==> src/cac_pkg.sv <==
// package for the counter array control and flag block
package cac_pkg;
	// ------------------------------------------------------------
	// register map (byte addresses)
	// ------------------------------------------------------------
	localparam logic [11:0] CAC_CONTROL_OFF   = 12'h000;
	localparam logic [11:0] CAC_ENABLE_OFF    = 12'h004;
	localparam logic [11:0] CAC_COUNT_OFF     = 12'h008;
	// ------------------------------------------------------------
	// control register fields
	// ------------------------------------------------------------
	localparam int          CAC_WRAP_BIT      = 7;
	localparam int          CAC_RUN_BIT       = 6;
	localparam int          CAC_MOD_COUNT     = 3;
	localparam logic [7:0]  CAC_CONTROL_RST   = 8'h00;
	localparam logic [7:0]  CAC_ENABLE_RST    = 8'h00;
	localparam logic [15:0] CAC_COUNT_RST     = 16'h0000;
	localparam logic [15:0] CAC_COUNT_MAX     = 16'hffff;
	localparam int          CAC_COUNT_BITS    = 16;
	localparam int          CAC_UNUSED_HI     = 5;
	localparam int          CAC_UNUSED_LO     = 3;
	localparam logic [7:0]  CAC_CTRL_WMASK    = 8'hc7;
	localparam logic [7:0]  CAC_ENA_WMASK     = 8'h87;
	localparam logic [31:0] CAC_RDATA_RST     = 32'h00000000;

	// register select, gray coded
	typedef enum logic [1:0] {
		CAC_SEL_NONE = 2'b00,
		CAC_SEL_CTRL = 2'b01,
		CAC_SEL_ENA  = 2'b11,
		CAC_SEL_CNT  = 2'b10
	} cac_sel_t;

	// event inputs from the module datapaths
	typedef struct packed {
		logic [CAC_MOD_COUNT-1:0] module_event;
		logic                     count_tick;
	} cac_event_t;
endpackage : cac_pkg

==> src/cac_top.sv <==
// counter array run control, counter and event flags with apb access
//
// Implementation choices: the placing of the registers and the APB interface to the registers.
`timescale 1ns/1ps
`default_nettype none
// Notes on behaviour
// - counter advances only while the run bit is one.
// - control bits 5 to 3 read zero and ignore writes.
// - a module event sets its flag in bits 2 to 0.
// - an enabled set flag raises the counter array interrupt request.
// - hardware never clears a module flag, not even on service.
// - counter wrap from ffff to 0000 sets the wrap flag bit 7.
module cac_top #(
	parameter int MOD_COUNT  = cac_pkg::CAC_MOD_COUNT,
	parameter int COUNT_BITS = cac_pkg::CAC_COUNT_BITS
) (
	input  wire logic                pclk,
	input  wire logic                presetn,
	input  wire logic                psel,
	input  wire logic                penable,
	input  wire logic                pwrite,
	input  wire logic [11:0]         paddr,
	input  wire logic [31:0]         pwdata,
	output logic      [31:0]         prdata,
	output logic                     pready,
	output logic                     pslverr,
	input  wire cac_pkg::cac_event_t events,
	output logic                     irq,
	output logic      [15:0]         count
);
	import cac_pkg::*;

	// ------------------------------------------------------------
	// parameter checks
	// ------------------------------------------------------------
	// module flags must fit below the unused field
	if (MOD_COUNT != CAC_MOD_COUNT || MOD_COUNT < 1
		|| MOD_COUNT > CAC_UNUSED_LO) begin : g_bad_mod
		$error("module count not supported");
	end
	// counter is 16 bits wide, half a 32-bit register word
	if (COUNT_BITS != CAC_COUNT_BITS) begin : g_bad_cnt
		$error("counter width not supported");
	end

	// ------------------------------------------------------------
	// address decode
	// ------------------------------------------------------------
	function automatic cac_sel_t decode_sel(input logic [11:0] a);
		cac_sel_t s;
		s = CAC_SEL_NONE;
		case (a)
			CAC_CONTROL_OFF: begin
				s = CAC_SEL_CTRL;
			end
			CAC_ENABLE_OFF: begin
				s = CAC_SEL_ENA;
			end
			CAC_COUNT_OFF: begin
				s = CAC_SEL_CNT;
			end
			default: begin
				s = CAC_SEL_NONE;
			end
		endcase
		return s;
	endfunction : decode_sel

	logic [7:0]  ctrl_r,   ctrl_nxt;
	logic [7:0]  ena_r,    ena_nxt;
	logic [15:0] cnt_r,    cnt_nxt;
	logic [31:0] rdata_r,  rdata_nxt;
	logic        irq_r,    irq_nxt;
	logic        ready_r,  ready_nxt;
	logic        slverr_r, slverr_nxt;
	cac_sel_t    sel;
	logic        setup;
	logic        access;
	logic        wr;
	logic        rd;
	logic        wrap;
	logic [7:0]  hw_set;

	assign sel    = decode_sel(paddr);
	assign setup  = psel && !penable;
	assign access = psel && penable && ready_r;
	assign wr     = access && pwrite;
	assign rd     = setup && !pwrite;

	// ------------------------------------------------------------
	// bus response
	// ------------------------------------------------------------
	// one wait-free access phase after every setup cycle
	always_comb begin
		ready_nxt  = setup;
		slverr_nxt = setup && (sel == CAC_SEL_NONE);
		rdata_nxt  = rdata_r;
		if (rd) begin
			case (sel)
				CAC_SEL_CTRL: begin
					rdata_nxt = {24'h000000, ctrl_r & CAC_CTRL_WMASK};
				end
				CAC_SEL_ENA: begin
					rdata_nxt = {24'h000000, ena_r};
				end
				CAC_SEL_CNT: begin
					rdata_nxt = {16'h0000, cnt_r};
				end
				default: begin
					rdata_nxt = CAC_RDATA_RST;
				end
			endcase
		end
	end

	always_ff @(posedge pclk or negedge presetn) begin
		if (!presetn) begin
			ready_r  <= 1'b0;
			slverr_r <= 1'b0;
			rdata_r  <= CAC_RDATA_RST;
		end else begin
			ready_r  <= ready_nxt;
			slverr_r <= slverr_nxt;
			rdata_r  <= rdata_nxt;
		end
	end

	// ------------------------------------------------------------
	// counter
	// ------------------------------------------------------------
	always_comb begin
		cnt_nxt = cnt_r;
		wrap    = 1'b0;
		if (ctrl_r[CAC_RUN_BIT] && events.count_tick) begin
			cnt_nxt = cnt_r + 16'h0001;
			wrap = (cnt_r == CAC_COUNT_MAX);
		end
		if (wr && sel == CAC_SEL_CNT) begin
			cnt_nxt = pwdata[15:0];
		end
	end

	always_ff @(posedge pclk or negedge presetn) begin
		if (!presetn) begin
			cnt_r <= CAC_COUNT_RST;
		end else begin
			cnt_r <= cnt_nxt;
		end
	end

	// ------------------------------------------------------------
	// flags and enables
	// ------------------------------------------------------------
	always_comb begin
		ctrl_nxt = ctrl_r;
		ena_nxt  = ena_r;
		hw_set   = 8'h00;
		hw_set[CAC_WRAP_BIT] = wrap;
		hw_set[MOD_COUNT-1:0] = events.module_event;
		if (wr && sel == CAC_SEL_CTRL) begin
			ctrl_nxt = pwdata[7:0] & CAC_CTRL_WMASK;
		end
		if (wr && sel == CAC_SEL_ENA) begin
			ena_nxt = pwdata[7:0] & CAC_ENA_WMASK;
		end
		ctrl_nxt = ctrl_nxt | hw_set;
	end

	always_ff @(posedge pclk or negedge presetn) begin
		if (!presetn) begin
			ctrl_r <= CAC_CONTROL_RST;
			ena_r  <= CAC_ENABLE_RST;
		end else begin
			ctrl_r <= ctrl_nxt;
			ena_r  <= ena_nxt;
		end
	end

	// ------------------------------------------------------------
	// interrupt request
	// ------------------------------------------------------------
	always_comb begin
		// enabled set flags raise the request
		irq_nxt = |(ctrl_nxt & ena_nxt & CAC_ENA_WMASK);
	end

	always_ff @(posedge pclk or negedge presetn) begin
		if (!presetn) begin
			irq_r <= 1'b0;
		end else begin
			irq_r <= irq_nxt;
		end
	end

	// ------------------------------------------------------------
	// outputs
	// ------------------------------------------------------------
	assign prdata  = rdata_r;
	assign pready  = ready_r;
	assign pslverr = slverr_r;
	assign irq     = irq_r;
	assign count   = cnt_r;

	// ------------------------------------------------------------
	// checks
	// ------------------------------------------------------------
	chk_run_halt: assert property (@(posedge pclk) disable iff (!presetn)
		!ctrl_r[CAC_RUN_BIT] && !(wr && sel == CAC_SEL_CNT)
		|=> $stable(cnt_r)) else $error("counter moved while stopped");
	chk_unused_zero: assert property (@(posedge pclk) disable iff (!presetn)
		ctrl_r[CAC_UNUSED_HI:CAC_UNUSED_LO] == 3'b000)
		else $error("unused control bits set");
	chk_unused_read: assert property (@(posedge pclk) disable iff (!presetn)
		rd && sel == CAC_SEL_CTRL
		|=> prdata[CAC_UNUSED_HI:CAC_UNUSED_LO] == 3'b000)
		else $error("unused control bits read back");
	chk_event_set: assert property (@(posedge pclk) disable iff (!presetn)
		events.module_event[0] |=> ctrl_r[0]) else $error("event flag not set");
	chk_irq_raise: assert property (@(posedge pclk) disable iff (!presetn)
		events.module_event[1] && ena_nxt[1] |=> irq_r)
		else $error("interrupt not raised");
	chk_flag_hold: assert property (@(posedge pclk) disable iff (!presetn)
		ctrl_r[2] && !wr |=> ctrl_r[2]) else $error("flag dropped by hardware");
	chk_wrap_flag: assert property (@(posedge pclk) disable iff (!presetn)
		ctrl_r[CAC_RUN_BIT] && events.count_tick && cnt_r == CAC_COUNT_MAX
		|=> ctrl_r[CAC_WRAP_BIT]) else $error("wrap flag not set");
	chk_set_wins: assert property (@(posedge pclk) disable iff (!presetn)
		wr && sel == CAC_SEL_CTRL && !pwdata[1] && events.module_event[1]
		|=> ctrl_r[1]) else $error("event lost to clear");
	chk_clear_works: assert property (@(posedge pclk) disable iff (!presetn)
		wr && sel == CAC_SEL_CTRL && !pwdata[0] && !events.module_event[0]
		|=> !ctrl_r[0]) else $error("software clear failed");
	chk_ready_access: assert property (@(posedge pclk) disable iff (!presetn)
		psel && !penable |=> pready) else $error("no answer in access phase");
	chk_unmapped_err: assert property (@(posedge pclk) disable iff (!presetn)
		psel && !penable && sel == CAC_SEL_NONE |=> pslverr)
		else $error("unmapped access not refused");
endmodule : cac_top
`default_nettype wire

==> config.mk <==
export PLATFORM = sky130hd
export DESIGN_NAME = cac_top
export DESIGN_NICKNAME = d
export VERILOG_FILES = /design/src/cac_pkg.sv /design/src/cac_top.sv
export SDC_FILE = /design/constraint.sdc
export NUM_CORES = 1
export LEC_CHECK = 0
export CAP_MARGIN = 20
export CORE_AREA = 2 2 103 75
export CTS_BUF_LIST = sky130_fd_sc_hd__clkbuf_4 sky130_fd_sc_hd__clkbuf_8 sky130_fd_sc_hd__clkbuf_16
export CTS_CLUSTER_SIZE = 16
export DETAILED_ROUTE_END_ITERATION = 6
export DIE_AREA = 0 0 105 77
export DONT_BUFFER_PORTS = 1
export GPL_ROUTABILITY_DRIVEN = 0
export PLACE_DENSITY = 0.5
export SETUP_SLACK_MARGIN = 0.1
export SLEW_MARGIN = 20
export SYNTH_ARGS = -nofsm -noshare
export SYNTH_HDL_FRONTEND = slang
export SYNTH_SLANG_ARGS = --single-unit
==> constraint.sdc <==
create_clock -name pclk -period 2.6 [get_ports pclk]
set_clock_uncertainty 0.2 [all_clocks]
set_input_delay 0.52 -clock pclk [delete_from_list [all_inputs] [get_ports pclk]]
set_output_delay 0.52 -clock pclk [all_outputs]
set_load 0.01 [all_outputs]
==> results.tsv, run 1 <==
metric	value	unit
yosysMostFrequentCell	dfrtp_1	
top_usage_layer	met1	
antenna_found_initial	0	
met2_usage	19.2	%
placed_area	2490	µm²
critPathArrivalTime	2.16	ns
relSlewSlack	48.1	%
tightest_slew	0.778	ns
ir_worst_vdd	0.000202	V
detailed_place_hpwl	4.40	mm
end_kind	flip-flop	
hold_depth	1	
die_h	77	µm
grt_usage	15.0	%
grt_max_degree	49	
vias	1678	
cts.sinks	48	
avgViaCountPerCell	4.73	
critPathKind	flip-flop to flip-flop	
synth-edff-count	0	
cts_buffer_depth	2	
drc	0	
max_freq	460	MHz
clkTransAtPathRegs	0.09	ns
htreeDepth	2	
preCtsSetupSlack	0.291	ns
outcome	finished, final reports clean	
die-area	8090	µm²
timing.final.ws_setup	0.425	ns
maxCapViolCount	0	
syn_inst	252	
synthTopCellsByArea	dfrtp_1 (49%), nand2_1 (5.1%), buf_4 (4.9%)	
use_met3	6.55	%
reg2reg_slack	0.42	ns
powerDensity	508	nW/µm²
cts_tree	built	
finalHoldViolCount	0	
final_cell_area	2640	µm²
fin_total_pwr	1.34	mW
antennaDiodeCount	0	
yosysTopAreaCell	dfrtp_1	
cp_cell_sequence	nand4_1 > nor4_1 > nand2_1 > xnor2_1 > mux2_1	
syn2layout_area_growth	8.10	%
dp.cells	345	
slowest_delay	0.55	ns
cp_data_required_time	2.58	ns
report.final.setup_viol	0	
synth_common_cells	dfrtp_1 (48), nand2_1 (33), nor2_1 (32)	
wirelength	5.86	mm
drt-initial-drc-count	86	
cts_setup_buffers	0	
n_fill_cell	758	
numCtsBuffers	5	
cts_resized	0	
synthArstFlopShare	100	%
clockRootBuffer	clkbuf_8	
worstRegToRegCells	5	
core	7090	µm²
synth_area	2440	µm²
grt_pass1_vias	1703	
fin_crit_sh	83.7	%
ys_ff_latch	48	
grt_pass1_wl	9.44	mm
grt.overflow.total	0	
setup-tns-final	0	ns
fin_crit	2.18	ns
first_pass_iters	4	
holdWs	0.144	ns
min_path_type	input port to flip-flop	
io_buffers	0	
grt_use_met1	22.4	%
rsz0062_at_grt	no	
drive_above_1_share	10.9	%
yosysTopAreaCellShare	49.2	%
fp.dieW	105	µm
num_rows	26	
seq_area_frac_synth	49.2	%
worstSkewPairLatency	0.30	ns
postRouteAntennaNets	0	
r2r_end	count[15]	
critPathMaxFanout	5	
wl_per_cell	16.5	µm
synthFlopType	dfrtp_1	
leakage	1.24	nW
final_util	37.2	%
start_util	34.4	%
worstSetupStartpointType	flip-flop	
slew_viol_final	0	
crit_path_start	count[4]	
num-nets-final	310	
ios	104	
synth_warnings	0	
stdcell_count	355	
synth_area_per_cell	9.69	µm²
endpoint	count[15]	
r2r_start	count[4]	
cpMaxStageDelayCell	dfrtp_1	
synthDistinctLibCells	38	
## placed cells by master, fill, tap and decap left out, drive strengths merged, types with 3 or more instances in the layout
cell	n
a21oi	19
a32oi	3
and2	4
buf	5
clkbuf	5
conb	16
dfrtp	48
inv	8
mux2	5
mux2i	9
nand2	33
nand3	16
nand4	4
nor2	32
nor4	6
o21ai	10
xnor2	12
xor2	3
## worst min path at each step
stage	from	to	slack, ns
finish	events[1]	ctrl_r[0]	0.14
global route	events[1]	ctrl_r[0]	0.15
CTS	events[1]	ctrl_r[0]	0.13
detailed placement	presetn	prdata[0]	0.03
global placement	presetn	prdata[0]	0.03
floorplan	presetn	async pin	0.02
## cell families after synthesis
group / Yosys count / synth area share, %
buffers and inverters: 32 / 7.79
other: 1 / 0.154
and+or+nand+nor: 106 / 22.8
AOI/OAI and AO/OA: 35 / 8.05
xor gates and xnor gates: 15 / 5.38
DFF: 48 / 49.2
adders and majority gates: 1 / 0.512
muxes: 14 / 6.15
## state kept, by name, indices dropped and copies added, names as in the netlist, named ones only
name / flops
prdata: 16
pready: 1
pslverr: 1
ena_r: 8
ctrl_r: 4
irq: 1
count: 16
## area by class of cell
| cell class | instances | area (µm²) | area share (%) |
|---|---|---|---|
| clock buffers | 5 | 68.8 | 2.61 |
| clock inverters | 3 | 42.5 | 1.61 |
| inverters | 8 | 30.0 | 1.14 |
| multi-input cells | 187 | 1110 | 41.9 |
| flip-flops and latches | 48 | 1200 | 45.5 |
| well taps | 98 | 123 | 4.65 |
| repair buffers | 6 | 67.6 | 2.56 |
## power by group
group / internal [mW] / switching, mW
Combinational: 0.0141 / 0.0368
Clock: 0.285 / 0.256
Sequential: 0.748 / 0.00204
Total: 1.05 / 0.294
## per-layer routing
layer	wire length [µm]	vias to the layer above	part of all wire, %
met1	3050	788	52
met4	55	0	0.94
met5	0	-	0
li1	-	831	-
met2	2240	53	38
met3	515	6	8.8
## worst max-delay path, delay by kind of cell (launching register included)
family           cells  cell delay (ns)
XOR/XNOR             1             0.14
flip-flops           1             0.55
multiplexers         1             0.29
AND/OR/NAND/NOR      3             0.88
## repair_timing
action,CTS,global route
hold buffers,2,0
endpoints found under the hold margin,48,0
endpoints found under the setup margin,0,0
No activity file was read; power rests on OpenSTA's default activity.
==> run 2: changes to the inputs <==
Settings changed: PLACE_DENSITY 0.5 to 0.52.
Clock period 2.6 ns to 1.81 ns, I/O delays scaled along.
==> run 2 against run 1 <==
Compared with the run above: the run now ends with negative hold slack left; routed wire length up 6.4%; count of clock-buffer cells in the layout up 3; flip-flop and latch count unchanged; first-iteration DRC count down 36%; critical path depth up 1; non-clock buffer count up 44; cell count up 12%; largest cell class is now multi-input gates; highest routed layer unchanged.
==> results.tsv, run 2 (synthesis gave the netlist of run 1 again) <==
metric	value	unit
outcome	finished with violations	
failed_checks	negative hold slack	
cts.sinks	48	
worstSetupStartpointType	flip-flop	
layout.cells.most_common_list	dfrtp_1 (47), buf_4 (40), nand2_1 (31)	
core	7090	µm²
critPathMaxFanout	6	
drc	0	
numCtsBuffers	5	
antenna_found_initial	0	
rsz0062_at_grt	yes	
num_rows	26	
grt_pass1_wl	10.3	mm
stdcell_count	399	
intPower	1.44	mW
grt.overflow.total	0	
report.final.setup_viol	0	
wirelength	6.24	mm
dp.cells	377	
clockRootBuffer	clkbuf_8	
slew_viol_final	0	
die_h	77	µm
wl_per_cell	15.6	µm
final_cell_area	3160	µm²
regArea	1200	µm²
final_util	44.6	%
num-nets-final	354	
seq_power_share	59.3	%
worstSkewPairLatency	0.29	ns
ir_worst_vdd	0.000324	V
grt_usage	16.2	%
drive_above_1_share	30.6	%
antennaDiodeCount	0	
final_common_cell	dfrtp_1	
cp_cell_sequence	and4_1 > buf_6 > nand4_4 > mux2i_2 > o22ai_1 > a221o_1	
maxCapViolCount	0	
cp.buffers_inverters	1	
grt_max_degree	49	
p_sw	0.375	mW
vias	1865	
powerDensity	574	nW/µm²
cts_tree	built	
fp.dieW	105	µm
syn2layout_area_growth	29.6	%
fin_crit	1.80	ns
power_frac_comb	3.3	%
end_kind	flip-flop	
io_buffers	0	
drt-initial-drc-count	55	
placed_area	2790	µm²
grt_pass1_vias	1914	
critPathKind	flip-flop to flip-flop	
multi_input_area	1280	µm²
detailed_place_hpwl	4.70	mm
setup-tns-final	0	ns
ios	104	
slowest_delay	0.35	ns
postRouteAntennaNets	0	
cts_buffer_depth	2	
holdWs	-0.442	ns
clkTransAtPathRegs	0.09	ns
n_fill_cell	701	
timing.final.ws_setup	0.00656	ns
avgViaCountPerCell	4.67	
critPathArrivalTime	1.79	ns
fin_total_pwr	1.81	mW
clkPwrFrac	37.4	%
first_pass_iters	4	
leakage	1.54	nW
cp_data_required_time	1.80	ns
start_util	34.4	%
finalHoldViolCount	48	
min_path_type	input port to async pin	
htreeDepth	2	
cpMaxStageDelayCell	dfrtp_1	
fin_crit_sh	99.6	%
max_freq	554	MHz
preCtsSetupSlack	-0.229	ns
path_delay_family	compound AO/OA/AOI/OAI gates	
switching_share	20.6	%
die-area	8090	µm²
[run 2: cell type report]
cell class                 instances  share of cell area [%]
multi-input combinational        187                    40.6
clock buffer                       8                    3.08
inverter                           8                   0.949
tap                               98                    3.88
sequential                        48                    38.0
timing repair buffer              50                    13.5
[run 2: path summary, 6_finish.rpt]
| check | slack (ns) | startpoint | to | cells after the start |
|---|---|---|---|---|
| max in group asynchronous | 1.74 | presetn | count[3] | 0 |
| hold / removal | -0.44 | presetn | count[0] | 0 |
| min in group pclk | 0.01 | pwdata[1] | ena_r[1] | 2 |
| setup reg to reg | 0.007 | pready | irq | 6 |
| hold reg to reg | 0.31 | ena_r[5] | ena_r[5] | 1 |
| setup / recovery | 0.007 | pready | irq | 6 |
[run 2: power groups by stage]
stage               sequential, mW  combinational, mW  clock, mW
floorplan                     1.10             0.0708          0
global placement              1.10             0.0526          0
detailed placement            1.10             0.0530          0
CTS                           1.08             0.0575      0.706
global route                  1.08             0.0673      0.750
finish                        1.08             0.0604      0.678
[run 2: layer usage]
metal | part of all wire, % | vias to the layer above | track usage, %
met4 | 0.40 | 0 | 3.20
met3 | 9.2 | 2 | 7.23
met5 | 0 | - | 0
li1 | - | 919 | -
met1 | 48 | 889 | 23.0
met2 | 43 | 55 | 22.7
[run 2: worst register-to-register path, delay by kind of cell (launching register included)]
kind	cells	cell delay, ns
compound gates	2	0.42
buf+inv	1	0.13
flops	1	0.35
mux	1	0.25
simple gates	2	0.35
[run 2: what timing repair did]
item,in CTS,in global routing
setup endpoints to repair,7,25
gates resized for setup,14,21
setup buffers,9,3
hold buffers,1,1
hold endpoints to repair,49,49
pin swaps,21,23
cloned,0,0
